--- config.mk ---
export PLATFORM = sky130hd
export DESIGN_NAME = asr_serial_readout
export DESIGN_NICKNAME = d
export VERILOG_FILES = /design/src/include/asr_pkg.sv /design/src/rtl/asr_serial_readout.sv
export VERILOG_INCLUDE_DIRS = /design/src /design/src/include
export SDC_FILE = /design/constraint.sdc
export NUM_CORES = 1
export LEC_CHECK = 0
export BUFFER_PORTS_ARGS = -buffer_cell sky130_fd_sc_hd__buf_2
export CORE_MARGIN = 2
export CORE_UTILIZATION = 60
export CTS_CLUSTER_DIAMETER = 50
export DETAILED_ROUTE_END_ITERATION = 8
export PLACE_DENSITY = 0.84
export RECOVER_POWER = 50
export SLEW_MARGIN = 30
export SYNTH_ARGS = -nofsm -noshare
export SYNTH_HDL_FRONTEND = slang
export SYNTH_SLANG_ARGS = --single-unit
--- constraint.sdc ---
create_clock -name core_clk -period 12.1 [get_ports core_clk]
set_clock_uncertainty 0.2 [all_clocks]
set_input_delay 2.42 -clock core_clk [delete_from_list [all_inputs] [get_ports core_clk]]
set_output_delay 2.42 -clock core_clk [all_outputs]
set_load 0.02 [all_outputs]
--- src/include/asr_cfg.svh ---
// constants of the converter serial readout and span configuration block
// assumes inclusion by bare name from design files
`ifndef ASR_CFG_SVH
`define ASR_CFG_SVH
`define ASR_CH_NUM 8
`define ASR_RES_W 16
`define ASR_CODE_W 3
`define ASR_CFG_W 24
`define ASR_WORD_W 24
`define ASR_FRAME_W 192
`define ASR_LAST_BIT 8'hbf
`define ASR_SPAN_RESET 24'hffffff
`define ASR_CODE_OFF 3'h0
`define ASR_RX_FULL 5'h18
// per channel word: result [23:8], channel index [7:5], span code [4:2], zero [1:0]
`define ASR_F_RES_LSB 8
`define ASR_F_IDX_LSB 5
`define ASR_F_SPAN_LSB 2
`endif

--- src/include/asr_pkg.sv ---
// types of the converter serial readout and span configuration block
// assumes asr_cfg.svh on the include path
`default_nettype none
`include "asr_cfg.svh"
package asr_pkg;
   typedef logic [`ASR_CODE_W-1:0] asr_span_t;
   typedef logic [`ASR_RES_W-1:0] asr_result_t;
   typedef logic [`ASR_FRAME_W-1:0] asr_frame_t;
endpackage : asr_pkg
`default_nettype wire

--- src/rtl/asr_serial_readout.sv ---
// serial readout of eight converter results and intake of the span word
// assumes pins arrive unsynchronised; converter results come from core_clk logic
`default_nettype none
`include "asr_cfg.svh"

// Notes on behaviour
// cmos lanes advance one bit per rising edge
// cmos config input sampled on rising edges
// host captures cmos data on rising edges
// shift clock may idle high or low
// cmos echo clock toggles each rising edge
// cmos echo clock forced low when busy falls
// host may use echo ddr, else ignore
// host shifts in 24-bit span word
// constant high input gives span seven everywhere
// bus live only while select low
// lvds config sampled on both edges
// lvds host idles shift clock low
// lvds single lane both edges, channel zero first
// lvds echo copies received shift clock
// lvds mode keeps shared cmos lanes off
// terminations on only while select low
// word is eight concatenated 3-bit codes
// code zero disables channel, zero result
// code bit one selects bipolar range
// bipolar twos complement, unipolar straight binary
// busy high from start to finish
// mode pin strapped, fixed per board
// msb first, channel seven code on top
module asr_serial_readout
   import asr_pkg::*;
#(
   parameter int BUF_DEPTH = 2
) (
   input wire logic core_clk,
   input wire logic resetn,
   input wire logic lvds_mode_pin,
   input wire logic chip_select_n,
   input wire logic host_shift_clock,
   input wire logic config_serial_in,
   input wire logic conv_start,
   input wire logic conv_valid,
   input wire logic [`ASR_CH_NUM*`ASR_RES_W-1:0] conv_result,
   output logic conv_ready,
   output logic conv_busy,
   output logic [`ASR_CH_NUM-1:0] serial_out_lane,
   output logic [`ASR_CH_NUM-1:0] serial_out_lane_oe,
   output logic lvds_data_out,
   output logic lvds_data_oe,
   output logic echo_shift_clock,
   output logic echo_shift_clock_oe,
   output logic term_enable,
   output logic [`ASR_CFG_W-1:0] span_config
);
   localparam int PTR_W = (BUF_DEPTH > 1) ? $clog2(BUF_DEPTH) : 1;
   localparam int CNT_W = $clog2(BUF_DEPTH + 1);

   // ----------------------------------------
   // helpers
   // ----------------------------------------
   function automatic asr_result_t fmt_result(input asr_result_t raw, input asr_span_t code);
      if (code == `ASR_CODE_OFF) begin
         fmt_result = '0;
      end else if (code[1]) begin
         fmt_result = {~raw[`ASR_RES_W-1], raw[`ASR_RES_W-2:0]};
      end else begin
         fmt_result = raw;
      end
   endfunction : fmt_result

   function automatic asr_frame_t build_frame(input logic [`ASR_CH_NUM*`ASR_RES_W-1:0] raw,
                                              input logic [`ASR_CFG_W-1:0] span);
      logic [`ASR_WORD_W-1:0] word;
      asr_span_t code;
      build_frame = '0;
      for (int c = 0; c < `ASR_CH_NUM; c++) begin
         code = span[c*`ASR_CODE_W +: `ASR_CODE_W];
         word = '0;
         word[`ASR_F_RES_LSB +: `ASR_RES_W] = fmt_result(raw[c*`ASR_RES_W +: `ASR_RES_W], code);
         word[`ASR_F_IDX_LSB +: 3] = 3'(c);
         word[`ASR_F_SPAN_LSB +: `ASR_CODE_W] = code;
         // channel 0 sits in the top word so it leaves first
         build_frame[(`ASR_CH_NUM-1-c)*`ASR_WORD_W +: `ASR_WORD_W] = word;
      end
   endfunction : build_frame

   // bit for a lane at stream position pos; lanes rotate through channels
   function automatic logic frame_bit(input asr_frame_t f, input int lane, input logic [7:0] pos);
      int ch;
      int b;
      ch = (lane + int'(pos) / `ASR_WORD_W) % `ASR_CH_NUM;
      b = `ASR_WORD_W - 1 - int'(pos) % `ASR_WORD_W;
      frame_bit = f[(`ASR_CH_NUM-1-ch)*`ASR_WORD_W + b];
   endfunction : frame_bit

   // ----------------------------------------
   // pin synchronisers
   // ----------------------------------------
   logic [3:0] pin_s1;
   logic [3:0] pin_s2;
   logic cs_prev;
   logic sck_prev;

   always_ff @(posedge core_clk) begin
      if (!resetn) begin
         pin_s1 <= 4'h1;
         pin_s2 <= 4'h1;
         cs_prev <= 1'b1;
         sck_prev <= 1'b0;
      end else begin
         pin_s1 <= {lvds_mode_pin, config_serial_in, host_shift_clock, chip_select_n};
         pin_s2 <= pin_s1;
         cs_prev <= pin_s2[0];
         sck_prev <= pin_s2[1];
      end
   end

   logic cs_n_s;
   logic sck_s;
   logic sdi_s;
   logic lvds;
   logic cs_fall;
   logic cs_rise;
   logic sck_rise;
   logic sck_fall;
   logic shift_edge;
   assign cs_n_s = pin_s2[0];
   assign sck_s = pin_s2[1];
   assign sdi_s = pin_s2[2];
   assign lvds = pin_s2[3]; // strap, never changes in use
   assign cs_fall = cs_prev && !cs_n_s;
   assign cs_rise = !cs_prev && cs_n_s;
   // edges only count while selected; comparing levels means either idle level is fine
   assign sck_rise = !cs_n_s && !cs_prev && sck_s && !sck_prev;
   assign sck_fall = !cs_n_s && !cs_prev && !sck_s && sck_prev;
   assign shift_edge = sck_rise || (lvds && sck_fall);

   // ----------------------------------------
   // conversion busy flag
   // ----------------------------------------
   logic push;
   assign push = conv_valid && conv_ready;

   always_ff @(posedge core_clk) begin
      if (!resetn) begin
         conv_busy <= 1'b0;
      end else if (conv_start) begin
         conv_busy <= 1'b1;
      end else if (push) begin
         conv_busy <= 1'b0;
      end
   end

   // ----------------------------------------
   // two-entry result buffer
   // ----------------------------------------
   asr_frame_t buf_mem [BUF_DEPTH];
   logic [PTR_W-1:0] wr_ptr;
   logic [PTR_W-1:0] rd_ptr;
   logic [CNT_W-1:0] buf_cnt;
   logic pop;
   logic [CNT_W-1:0] next_buf_cnt;
   // drained only at frame start, so a host that never selects stalls the converter
   assign pop = cs_fall && (buf_cnt != '0);
   assign next_buf_cnt = CNT_W'(buf_cnt + CNT_W'(push) - CNT_W'(pop));

   function automatic logic [PTR_W-1:0] ptr_inc(input logic [PTR_W-1:0] p);
      ptr_inc = (int'(p) == BUF_DEPTH - 1) ? '0 : PTR_W'(p + 1'b1);
   endfunction : ptr_inc

   always_ff @(posedge core_clk) begin
      if (!resetn) begin
         wr_ptr <= '0;
         rd_ptr <= '0;
         buf_cnt <= '0;
         conv_ready <= 1'b0;
      end else begin
         if (push) begin
            wr_ptr <= ptr_inc(wr_ptr);
         end
         if (pop) begin
            rd_ptr <= ptr_inc(rd_ptr);
         end
         buf_cnt <= next_buf_cnt;
         conv_ready <= int'(next_buf_cnt) < BUF_DEPTH;
      end
   end

   always_ff @(posedge core_clk) begin
      if (push) begin
         buf_mem[wr_ptr] <= build_frame(conv_result, span_config);
      end
   end

   // ----------------------------------------
   // output stream
   // ----------------------------------------
   asr_frame_t frame;
   logic [7:0] bit_pos;

   always_ff @(posedge core_clk) begin
      if (!resetn) begin
         frame <= '0;
         bit_pos <= '0;
      end else if (cs_fall) begin
         if (pop) begin
            frame <= buf_mem[rd_ptr];
         end
         bit_pos <= '0; // no fresh result: repeat the latest one
      end else if (shift_edge) begin
         bit_pos <= (bit_pos == `ASR_LAST_BIT) ? 8'h00 : 8'(bit_pos + 8'h01);
      end
   end

   always_ff @(posedge core_clk) begin
      if (!resetn) begin
         serial_out_lane <= '0;
         serial_out_lane_oe <= '0;
         lvds_data_out <= 1'b0;
         lvds_data_oe <= 1'b0;
      end else begin
         for (int l = 0; l < `ASR_CH_NUM; l++) begin
            serial_out_lane[l] <= frame_bit(frame, l, bit_pos);
            serial_out_lane_oe[l] <= !cs_n_s && !lvds;
         end
         lvds_data_out <= frame_bit(frame, 0, bit_pos);
         lvds_data_oe <= !cs_n_s && lvds;
      end
   end

   // ----------------------------------------
   // echo clock and terminations
   // ----------------------------------------
   logic busy_fall;
   logic echo_state;
   assign busy_fall = conv_busy && push && !conv_start;

   // echo_state moves with bit_pos; the extra stage lines echo edges up with
   // the lane changes, which trail bit_pos by one register as well
   always_ff @(posedge core_clk) begin
      if (!resetn) begin
         echo_state <= 1'b0;
         echo_shift_clock <= 1'b0;
         echo_shift_clock_oe <= 1'b0;
         term_enable <= 1'b0;
      end else begin
         if (lvds) begin
            echo_state <= sck_s && !cs_n_s;
         end else if (busy_fall) begin
            echo_state <= 1'b0;
         end else if (sck_rise) begin
            echo_state <= !echo_state;
         end
         echo_shift_clock <= echo_state;
         echo_shift_clock_oe <= !cs_n_s;
         term_enable <= !cs_n_s && lvds;
      end
   end

   // ----------------------------------------
   // span word intake
   // ----------------------------------------
   logic [`ASR_CFG_W-1:0] rx_word;
   logic [4:0] rx_cnt;

   always_ff @(posedge core_clk) begin
      if (!resetn) begin
         rx_word <= '0;
         rx_cnt <= '0;
         span_config <= `ASR_SPAN_RESET;
      end else if (cs_fall) begin
         rx_cnt <= '0;
      end else if (cs_rise) begin
         if (rx_cnt == `ASR_RX_FULL) begin
            span_config <= rx_word;
         end
      end else if (shift_edge) begin
         rx_word <= {rx_word[`ASR_CFG_W-2:0], sdi_s};
         if (rx_cnt != `ASR_RX_FULL) begin
            rx_cnt <= 5'(rx_cnt + 5'h01);
         end
      end
   end

   // ----------------------------------------
   // checks
   // ----------------------------------------
   a_lanes_off_deselect: assert property (@(posedge core_clk) disable iff (!resetn)
      cs_n_s |=> (serial_out_lane_oe == '0) && !lvds_data_oe)
      else $error("outputs driven while deselected");

   a_lvds_lanes_hiz: assert property (@(posedge core_clk) disable iff (!resetn)
      lvds |=> !serial_out_lane_oe[0] && !serial_out_lane_oe[`ASR_CH_NUM-1])
      else $error("shared cmos lanes driven in lvds mode");

   a_term_follows_cs: assert property (@(posedge core_clk) disable iff (!resetn)
      ##1 term_enable == ($past(!cs_n_s) && $past(lvds)))
      else $error("termination not following select");

   a_echo_toggles: assert property (@(posedge core_clk) disable iff (!resetn)
      (!lvds && sck_rise && !busy_fall) |=> echo_state != $past(echo_state))
      else $error("cmos echo clock missed a toggle");

   a_echo_low_busy: assert property (@(posedge core_clk) disable iff (!resetn)
      (!lvds && $fell(conv_busy)) |=> !echo_shift_clock)
      else $error("echo clock not low after busy fell");

   a_busy_hold: assert property (@(posedge core_clk) disable iff (!resetn)
      (conv_start && !push) |=> conv_busy ##1 (conv_busy || $past(push)))
      else $error("busy not held through conversion");

   a_cmos_shift: assert property (@(posedge core_clk) disable iff (!resetn)
      (sck_rise && bit_pos != `ASR_LAST_BIT) |=> bit_pos == $past(bit_pos) + 8'h01)
      else $error("stream position did not advance");

   a_lvds_both_edges: assert property (@(posedge core_clk) disable iff (!resetn)
      (lvds && sck_fall && bit_pos != `ASR_LAST_BIT) |=> bit_pos == $past(bit_pos) + 8'h01)
      else $error("lvds falling edge did not shift");

   a_span_apply: assert property (@(posedge core_clk) disable iff (!resetn)
      (cs_rise && rx_cnt == `ASR_RX_FULL) |=> span_config == $past(rx_word))
      else $error("full span word not applied");

   a_stall_full: assert property (@(posedge core_clk) disable iff (!resetn)
      (int'(buf_cnt) == BUF_DEPTH) |-> !conv_ready)
      else $error("buffer accepts while full");

   a_lvds_echo_copy: assert property (@(posedge core_clk) disable iff (!resetn)
      (lvds && !cs_n_s) |-> ##2 echo_shift_clock == $past(sck_s, 2))
      else $error("lvds echo not a copy of the shift clock");

   a_busy_start: assert property (@(posedge core_clk) disable iff (!resetn)
      conv_start |=> conv_busy)
      else $error("busy did not rise at conversion start");

   a_span_short: assert property (@(posedge core_clk) disable iff (!resetn)
      (cs_rise && rx_cnt != `ASR_RX_FULL) |=> span_config == $past(span_config))
      else $error("short span word was applied");

   a_lanes_on_select: assert property (@(posedge core_clk) disable iff (!resetn)
      (!cs_n_s && !lvds) |=> (serial_out_lane_oe == '1) && !lvds_data_oe)
      else $error("cmos lanes not driven while selected");
endmodule : asr_serial_readout
`default_nettype wire

# == Word-level counts from Yosys, hierarchy flattened ==
# Memory sizes are Yosys's and may differ from the RTL's. A register that Yosys moved wholly into a read port is not among the register bits.
# Index checks and enable logic that the tools add are counted.
# word_totals
register_bits,283
mem_bits_rw,304
in_bits,136
out_inout_bits,47
elab_cells,199
memories,1
# classes
addsub,30
mul,8
div,2
order_cmp,9
n_eq_ne,3
n_mux,58
n_bitwise,19
n_reduce_logical,48
# mem_list
memory,words,width,rd,rd_ports_with_merged_regs,wr,line,rtl
buf_mem,2,152,1,1,1,asr_serial_readout.sv:157,asr_frame_t buf_mem [BUF_DEPTH];
# ops
cell,n
$mux 16,24
$add 11x32->32,8
$lt 32x10->1 const B,8
$add 4x32->32 const A,4
$add 3x32->32 const A,2
$bmux 1 s8,8
$mul 5x3->8 const B,8
$sub 4x4->5 const A,8
$add 2x32->32 const A,1
$div 9x6->32 const B,1
$mod 9x6->32 const B,1
$sub 6x32->32 const A,1
$mux 1,25
$logic_not 3->1,8
$reduce_or 3->1,8
$logic_and 1x1->1,15
$not 1->1,11
$reduce_and 3->1,3
$add 8x1->8 const B,1
$and 1x1->1,8
$eq 8x8->1 const B,1
$logic_not 1->1,8
$mux 8,1
$add 5x1->5 const B,1
11 further kinds,13

# == Depth between registers and ports, before layout ==
# Gate-level depths: netlist (run 1).
# depth
depth_word,10
ltp_mapped,23
depth_no_buf,21

# == Least setup slack after synthesis (run 1) ==
# No wires, ideal clock.
# synth_path
path_kind,input-to-reg
startpoint,in conv_valid
endpoint,"mem buf_mem[0][0] (netlist bit), enable pin"
setup_time_ns,0.666
arrival_time_ns,8.862
t_required_ns,11.234
setup_slack_ns,2.372
cell_stages,2
path_buffers,0
path_cell_list,nand2_1 -> nor2_1
# synth_via
elab_chain_len,3
# synth_rtl
item,line,rtl
"start, declared",asr_serial_readout.sv:42,"input wire logic conv_valid,"
$logic_and 1x1->1,asr_serial_readout.sv:142,assign push = conv_valid && conv_ready;
$mux 1,asr_serial_readout.sv:190,if (push) begin
$mux 1 (implied by the code),asr_serial_readout.sv:191,"buf_mem[wr_ptr] <= build_frame(conv_result, span_config);"
"end, declared",asr_serial_readout.sv:157,
# No other way between the ends.

# == Worst setup path after layout (run 1) ==
# layout_path
startpoint,reg bit_pos[7]
endpoint,reg serial_out_lane[2]
# layout_via
elab_chain_len,10
word_cells_on_any_way,12
cone_classes,add/sub (4); mul (1); div (2); mux (3); bitwise (1); reduce/logical (1)
# layout_rtl
item,line,rtl
"start, declared",asr_serial_readout.sv:199,logic [7:0] bit_pos;
"start signal, assigned",asr_serial_readout.sv:211,bit_pos <= (bit_pos == `ASR_LAST_BIT) ? 8'h00 : 8'(bit_pos + 8'h01);
$div 9x6->32 (no source line),n/a,
$add 3x32->32 (no source line),n/a,
$reduce_or 3->1 (no source line),n/a,
$and 1x1->1 (no source line),n/a,
$sub 4x4->5 (no source line),n/a,
$mul 5x3->8 (no source line),n/a,
$add 11x32->32 *,asr_serial_readout.sv:93,frame_bit = f[(`ASR_CH_NUM-1-ch)*`ASR_WORD_W + b];
$bmux 1 s8 *,asr_serial_readout.sv:93,
$mux 1 * (2 in a row),asr_serial_readout.sv:93,
"end signal, assigned by index",asr_serial_readout.sv:223,"serial_out_lane[l] <= frame_bit(frame, l, bit_pos);"
"end, declared",asr_serial_readout.sv:46,"output logic [`ASR_CH_NUM-1:0] serial_out_lane,"
# Every way passes the cells marked *; elsewhere a longest branch is shown, timed or not. The select of a mux whose other input is x is not followed.
# A chain may end at the register's enable or synchronous reset.

==> run_results.csv, run 1 <==
group,metric,value,unit
timing,fin_crit,6.17,ns
power,power_density,147,mW/mm2
timing,finalSetupTns,0,ns
power,leakagePower,9.38,nW
worst_setup_path,worstReg2RegStart,"bit_pos[7]$_SDFFE_PP0P_",
detailed_routing,drtIter0Drc,1340,
worst_setup_path,r2r_cells,20,
grt,grt_use_total,0.265,
worst_setup_path,endpoint_kind,"register",
worst_setup_path,cp_max_fo,18,
clocking,cts_buffers,56,
timing,fin_crit_sh,0.510,
logic_synthesis,synth_async_sr_flop_share,0,
clocking,cts_hold_buffers,0,
detailed_routing,routed_via_density,5.91,
logic_synthesis,yosysWarningCount,0,
logic_synthesis,synthFlopType,"edfxtp_1",
clocking,clk_latency,0.62,ns
worst_setup_path,critPathKind,"reg -> reg",
power,ir_worst_vdd,147,uV
timing,fin_ws,5.93,ns
timing,slew_headroom,-0.620,
grt,antenna_found_initial,2,
clocking,cts_sinks,547,
layout,n_fill_cell,2785,
worst_hold_path,min_from,"pin_s1[0]$_SDFF_PN1_",
worst_hold_path,holdPathStages,1,
logic_synthesis,synth.distinct_cells,77,
die,core_area,0.0396,mm2
clocking,clk_pin_slew,0.06,ns
worst_hold_path,min_path_type,"reg -> reg",
timing,hold_viol,0,
logic_synthesis,synth_edf_count,304,
status,failed_checks,"max-capacitance violations, max-slew violations",
worst_setup_path,cp_slowest_cell,"a32oi_1",
layout,drive_gt1_frac,0.164,
die,die_w,204,um
power,finalPower,3.99,mW
detailed_routing,wl_met3,3620,um
clocking,cts_tree,"done",
die,rows,73,
run,max_cap_violations,2,
layout,syn_to_final_growth,12.9,%
grt,grt_pass1_wl,85700,um
worst_setup_path,crit_path_max_incr_delay,0.74,ns
detailed_routing,first_pass_iters,5,
logic_synthesis,syn_area,0.0241,mm2
worst_hold_path,hold_path_end,"pin_s2[0]$_SDFF_PN1_",
detailed_routing,route.top_layer_used,"met4",
clocking,h-tree-depth,2,
placed_design,port_buffers,182,
logic_synthesis,syn_area_per_cell,12.1,um2
timing,worstMarginPinSlew,2.43,ns
worst_setup_path,required,12.41,ns
worst_setup_path,startpoint,"bit_pos[7]$_SDFFE_PP0P_",
die,start_util,0.607,
layout,mostFrequentLayoutCell,"edfxtp_1",
placed_design,globalplace.congestion,0.878,
timing,setup_viol,0,
clocking,cts.repair.resized,0,
clocking,clockBufferDepth,3,
status,status,"finished, violations left",
timing,max_freq,162,MHz
die,die_y,204,um
timing,rsz0062_at_grt,"false",
detailed_routing,remaining_drc_errors,0,
grt,grt_max_degree,153,
die,fp.dieArea,0.0417,mm2
worst_setup_path,cp.arrival,6.48,ns
worst_setup_path,cp_common_cell,"ha_1",
detailed_routing,final_antenna_net_count,0,
worst_setup_path,critical_path.top_delay_family,"compound AO/OA/AOI/OAI gates",
clocking,post_cts_buffers,0,
die,io_pins,183,
detailed_routing,drt-total-wl,55200,um
layout,final_cell_mix,"edfxtp_1 (304), dfxtp_1 (239), nor2_1 (214), mux2i_1 (196), a211oi_1 (153)",
worst_setup_path,rrSetupSlack,5.93,ns
worst_setup_path,worstSetupStartpointType,"register",
worst_setup_path,crit_chain,"ha_1 > or3b_2 > a21boi_0 > o22a_1 > nor2_1 > inv_1 > nor2_1 > a21o_1 > ha_1 > and3_1 > a32oi_1 > nand2_1 > inv_1 > ha_1 > a21o_1 > a21oi_1 > xor2_1 > xnor2_1 > mux2_2 > a211oi_2",
logic_synthesis,seq_area_frac_synth,0.582,
grt,grt-ovfl-total,0,
detailed_routing,wl_met1,23100,um
logic_synthesis,syn_inst,1985,
detailed_routing,num_vias,15900,
placed_design,place_hpwl,35900,um
worst_setup_path,r2r_end,"serial_out_lane[2]$_SDFF_PN0_",
detailed_routing,met2WireLength,26800,um
grt,grt_pass1_vias,15700,
logic_synthesis,synth-seq-cells,547,
timing,maxSlewViolCount,79,
clocking,cts_root_buf,"clkbuf_16",
layout,nNetsFinal,2307,
worst_setup_path,cp_num_buf_inv,2,
placed_design,pre_cts_ws,6.03,ns
detailed_routing,avgRoutedWirePerCell,20.6,um
kinds of logic after synthesis:
kind of cell    share of synthesized area
other cells                      0.000156
compound gates                     0.0880
xor+xnor                           0.0211
fa+ha+maj                          0.0314
flops                               0.582
simple gates                        0.117
buf+inv                            0.0292
mux                                 0.131
per-stage QoR:
stage / hold slack (ns) / util / cells / instance area [um2]
after global routing: 0.236 / 0.685 / 2686 / 27200
after global placement: 0.198 / 0.638 / 2579 / 25300
final: 0.223 / 0.685 / 2686 / 27200
after CTS: 0.232 / 0.686 / 2685 / 27200
after floorplan: 0.186 / - / 1992 / 24100
after detailed placement: 0.192 / 0.639 / 2580 / 25300
power by group:
part	total (mW)	switching (mW)	internal (mW)
registers	2.07	0.0296	2.04
clock network	1.70	0.725	0.975
logic	0.224	0.138	0.0859
layout make-up:
| type | count | area [um2] | share of cell area |
|---|---|---|---|
| diodes | 1 | 2.50 | 0.0000921 |
| well taps | 525 | 657 | 0.0242 |
| clock inverters | 27 | 184 | 0.00677 |
| flip-flops and latches | 547 | 14000 | 0.516 |
| clock buffers | 78 | 1670 | 0.0616 |
| inverters | 33 | 129 | 0.00475 |
| multi-input cells | 1273 | 9460 | 0.348 |
| repair buffers | 202 | 1050 | 0.0387 |
worst register-to-register path, stage by stage, from the launching register on:
cell	delay, ns
dfxtp_1	0.71
ha_1	0.43
or3b_2	0.46
a21boi_0	0.25
o22a_1	0.25
nor2_1	0.11
inv_1	0.14
nor2_1	0.11
a21o_1	0.19
ha_1	0.29
and3_1	0.21
a32oi_1	0.74
nand2_1	0.17
inv_1	0.26
ha_1	0.31
a21o_1	0.17
a21oi_1	0.16
xor2_1	0.18
xnor2_1	0.18
mux2_2	0.38
a211oi_2	0.19
state kept, by name (all words and copies together) (netlist names), 2 cells and up:
register         flops
span_config         24
buf_cnt              2
frame              153
bit_pos              8
buf_mem            304
rx_word             24
pin_s2               4
rx_cnt               5
pin_s1               4
serial_out_lane      8
worst max path at each step:
| stage | to | slack (ns) | cells past startpoint |
|---|---|---|---|
| after floorplan | buf_mem[0][0]$_DFFE_PP_ | 2.37 | 2 |
| after global placement | serial_out_lane[2]$_SDFF_PN0_ | 6.27 | 20 |
| after detailed placement | serial_out_lane[2]$_SDFF_PN0_ | 6.03 | 20 |
| after CTS | serial_out_lane[2]$_SDFF_PN0_ | 6.00 | 20 |
| after global routing | serial_out_lane[2]$_SDFF_PN0_ | 5.51 | 20 |
| final | serial_out_lane[2]$_SDFF_PN0_ | 5.93 | 20 |
per-layer routing:
metal,vias to the layer above,GRT usage
met5,-,0
met4,0,0.0903
met3,100,0.0493
met2,526,0.436
met1,7768,0.357
li1,7478,-
synthesized netlist by cell type (all sizes together) (4+ instances only):
cell,instances,share of area
mux2i,196,0.082
and2,13,0.0034
fa,4,0.0033
a32oi,4,0.0022
xor2,28,0.010
clkbuf,96,0.015
nor2b,127,0.033
o31ai,4,0.0012
nand3,35,0.0073
inv,32,0.0050
a21oi,63,0.013
xnor2,27,0.0098
or2,4,0.0010
edfxtp,304,0.38
o21a,6,0.0019
a21o,10,0.0031
nand4,4,0.0010
a211oi,155,0.049
nor3,18,0.0042
buf,43,0.0090
mux4,42,0.039
ha,54,0.028
o21ai,16,0.0033
dfxtp,243,0.20
mux2,22,0.010
nand2b,13,0.0034
nor2,215,0.034
and3,12,0.0031
nand2,131,0.020
No activity file was read; power rests on OpenSTA's default activity.
==> run 2: changes to the inputs <==
- CORE_UTILIZATION: 60 -> 54
- PLACE_DENSITY: 0.84 -> 0.8
- clock period: 12.1 -> 4.97 ns (I/O delays scaled with it)
==> run_results.csv, run 2 (same netlist as run 1, synthesis figures left out) <==
group,metric,value,unit
worst_setup_path,rrSetupSlack,0.28,ns
die,io_pins,183,
timing,rsz0062_at_grt,"true",
placed_design,place_inst,2668,
timing,slew_headroom,-1.57,
grt,grt_pass1_vias,15700,
placed_design,place_hpwl,37100,um
placed_design,globalplace.congestion,0.897,
layout,syn_to_final_growth,13.9,%
detailed_routing,remaining_drc_errors,0,
die,start_util,0.545,
grt,grt_max_degree,200,
timing,finalSetupTns,0,ns
worst_hold_path,min_path_type,"reg -> reg",
clocking,cts_tree,"done",
timing,hold_viol,0,
placed_design,pre_cts_ws,0.0489,ns
power,leakagePower,9.51,nW
worst_setup_path,cp_num_cells,20,
detailed_routing,drtIter0Drc,1254,
worst_hold_path,hold_path_end,"pin_s2[0]$_SDFF_PN1_",
layout,top_regs,"buf_mem x304, frame x153",
layout,largest_reg_flops,304,
worst_setup_path,required,5.28,ns
worst_setup_path,r2r_cells,20,
clocking,clk_pin_slew,0.06,ns
timing,setup_viol,0,
layout,top_register,"buf_mem",
clocking,cts_buffers,56,
power,power_density,353,mW/mm2
grt,antenna_found_initial,0,
die,die_w,215,um
timing,fin_ws,0.285,ns
worst_setup_path,cp_num_buf_inv,2,
grt,grt-busiest-layer,"met2",
power,ir_worst_vdd,310,uV
detailed_routing,routed_via_density,5.78,
layout,final_cell_mix,"edfxtp_1 (304), dfxtp_1 (239), nor2_1 (211), mux2i_1 (196), buf_2 (181)",
die,die_y,215,um
die,core_area,0.0441,mm2
placed_design,port_buffers,182,
grt,grt_pass1_wl,87200,um
worst_hold_path,min_from,"pin_s1[0]$_SDFF_PN1_",
timing,fin_crit,4.69,ns
worst_setup_path,cp_max_fo,9,
worst_setup_path,endpoint_kind,"register",
worst_setup_path,worstSetupStartpointType,"register",
timing,maxSlewViolCount,548,
worst_setup_path,critPathKind,"reg -> reg",
detailed_routing,first_pass_iters,6,
worst_setup_path,crit_path_max_incr_delay,0.47,ns
detailed_routing,drt-total-wl,56300,um
grt,met2_usage,0.396,
timing,fin_crit_sh,0.943,
clocking,h-tree-depth,2,
worst_hold_path,holdPathStages,1,
timing,max_freq,213,MHz
detailed_routing,avgRoutedWirePerCell,20.3,um
clocking,clk_latency,0.60,ns
die,fp.dieArea,0.0463,mm2
worst_setup_path,r2r_end,"serial_out_lane[2]$_SDFF_PN0_",
clocking,cts_hold_buffers,0,
grt,met3_usage,0.0487,
status,status,"finished, violations left",
grt,grt-ovfl-total,0,
timing,worstMarginPinSlew,3.86,ns
worst_setup_path,crit_chain,"ha_2 > or3b_2 > a21boi_2 > o22a_1 > nor2_2 > inv_2 > nor2_1 > a21o_1 > ha_1 > and3_1 > a32oi_2 > nand2_1 > inv_2 > ha_1 > a21o_1 > a21oi_1 > xor2_1 > xnor2_1 > mux2_2 > a211oi_2",
grt,met1_usage,0.320,
layout,final_area,0.0274,mm2
placed_design,postPlaceCellArea,0.0256,mm2
grt,grt_use_total,0.241,
clocking,cts_sinks,547,
worst_setup_path,critical_path.top_delay_family,"compound AO/OA/AOI/OAI gates",
clocking,cts_root_buf,"clkbuf_16",
layout,nNetsFinal,2331,
layout,n_fill_cell,3385,
layout,mostFrequentLayoutCell,"edfxtp_1",
layout,stdcell_count,2776,
die,rows,77,
worst_setup_path,worstReg2RegStart,"bit_pos[7]$_SDFFE_PP0P_",
worst_setup_path,cp.arrival,4.99,ns
run,max_cap_violations,6,
clocking,clockBufferDepth,3,
layout,drive_gt1_frac,0.183,
status,failed_checks,"max-capacitance violations, max-slew violations",
detailed_routing,num_vias,16000,
worst_setup_path,cp_slowest_cell,"or3b_2",
detailed_routing,final_antenna_net_count,0,
## run 2: cell count changes in the layout (fill, tap and decap cells not counted), moves of 3 or more
cell | previous run | this run
nor3_1 | 9 | 17
clkinv_2 | 10 | 7
nor2_1 | 214 | 211
clkbuf_16 | 62 | 58
buf_6 | 3 | 0
buf_4 | 14 | 28
buf_12 | 2 | 5
nor3_2 | 6 | 0
clkbuf_1 | 44 | 22
buf_2 | 149 | 181
## run 2: worst register-to-register path: stages, from the launching register on
cell	delay [ns]
dfxtp_1	0.33
ha_2	0.32
or3b_2	0.47
a21boi_2	0.16
o22a_1	0.20
nor2_2	0.09
inv_2	0.11
nor2_1	0.09
a21o_1	0.20
ha_1	0.22
and3_1	0.19
a32oi_2	0.18
nand2_1	0.11
inv_2	0.14
ha_1	0.29
a21o_1	0.17
a21oi_1	0.16
xor2_1	0.20
xnor2_1	0.18
mux2_2	0.38
a211oi_2	0.19
## run 2: power by group
| group | internal (mW) | switching (mW) |
|---|---|---|
| clock | 2.32 | 1.76 |
| combinational | 0.221 | 0.345 |
| sequential | 4.97 | 0.0656 |
## run 2: stage by stage
stage                     power, mW  hold slack, ns  utilization
final                          9.68           0.223        0.621
after global routing           9.99           0.233        0.621
after CTS                      9.73           0.223        0.622
after detailed placement       5.68           0.202        0.581
after global placement         5.65           0.194        0.581
after floorplan                5.48           0.186            -
## run 2: final cells by class
cell class | instances | area [um2] | area share
antenna | 1 | 2.50 | 0.0000913
sequential | 547 | 14000 | 0.511
clock inverter | 25 | 201 | 0.00735
timing repair buffer | 226 | 1290 | 0.0471
clock buffer | 79 | 1600 | 0.0584
inverter | 33 | 129 | 0.00470
multi-input combinational | 1273 | 9440 | 0.344
tap | 592 | 741 | 0.0270
## run 2: repair_timing
action	in CTS	in global routing
setup endpoints to repair	0	8
setup buffers	0	1
endpoints found under the hold margin	0	0
gates resized for setup	0	10
## run 2: how the worst max path moves through the flow
stage,slack (ns),from,to
global route,-0.02,bit_pos[7]$_SDFFE_PP0P_,serial_out_lane[1]$_SDFF_PN0_
finish,0.28,bit_pos[7]$_SDFFE_PP0P_,serial_out_lane[2]$_SDFF_PN0_
CTS,0.002,bit_pos[7]$_SDFFE_PP0P_,serial_out_lane[2]$_SDFF_PN0_
floorplan,0.02,bit_pos[6]$_SDFFE_PP0P_,serial_out_lane[2]$_SDFF_PN0_
global placement,0.20,bit_pos[7]$_SDFFE_PP0P_,serial_out_lane[2]$_SDFF_PN0_
detailed placement,0.05,bit_pos[7]$_SDFFE_PP0P_,serial_out_lane[2]$_SDFF_PN0_
## run 2: routing by layer
metal | vias up | share of wire
li1 | 7543 | -
met1 | 7855 | 0.42
met2 | 536 | 0.49
met3 | 99 | 0.064
met4 | 0 | 0.031
met5 | - | 0
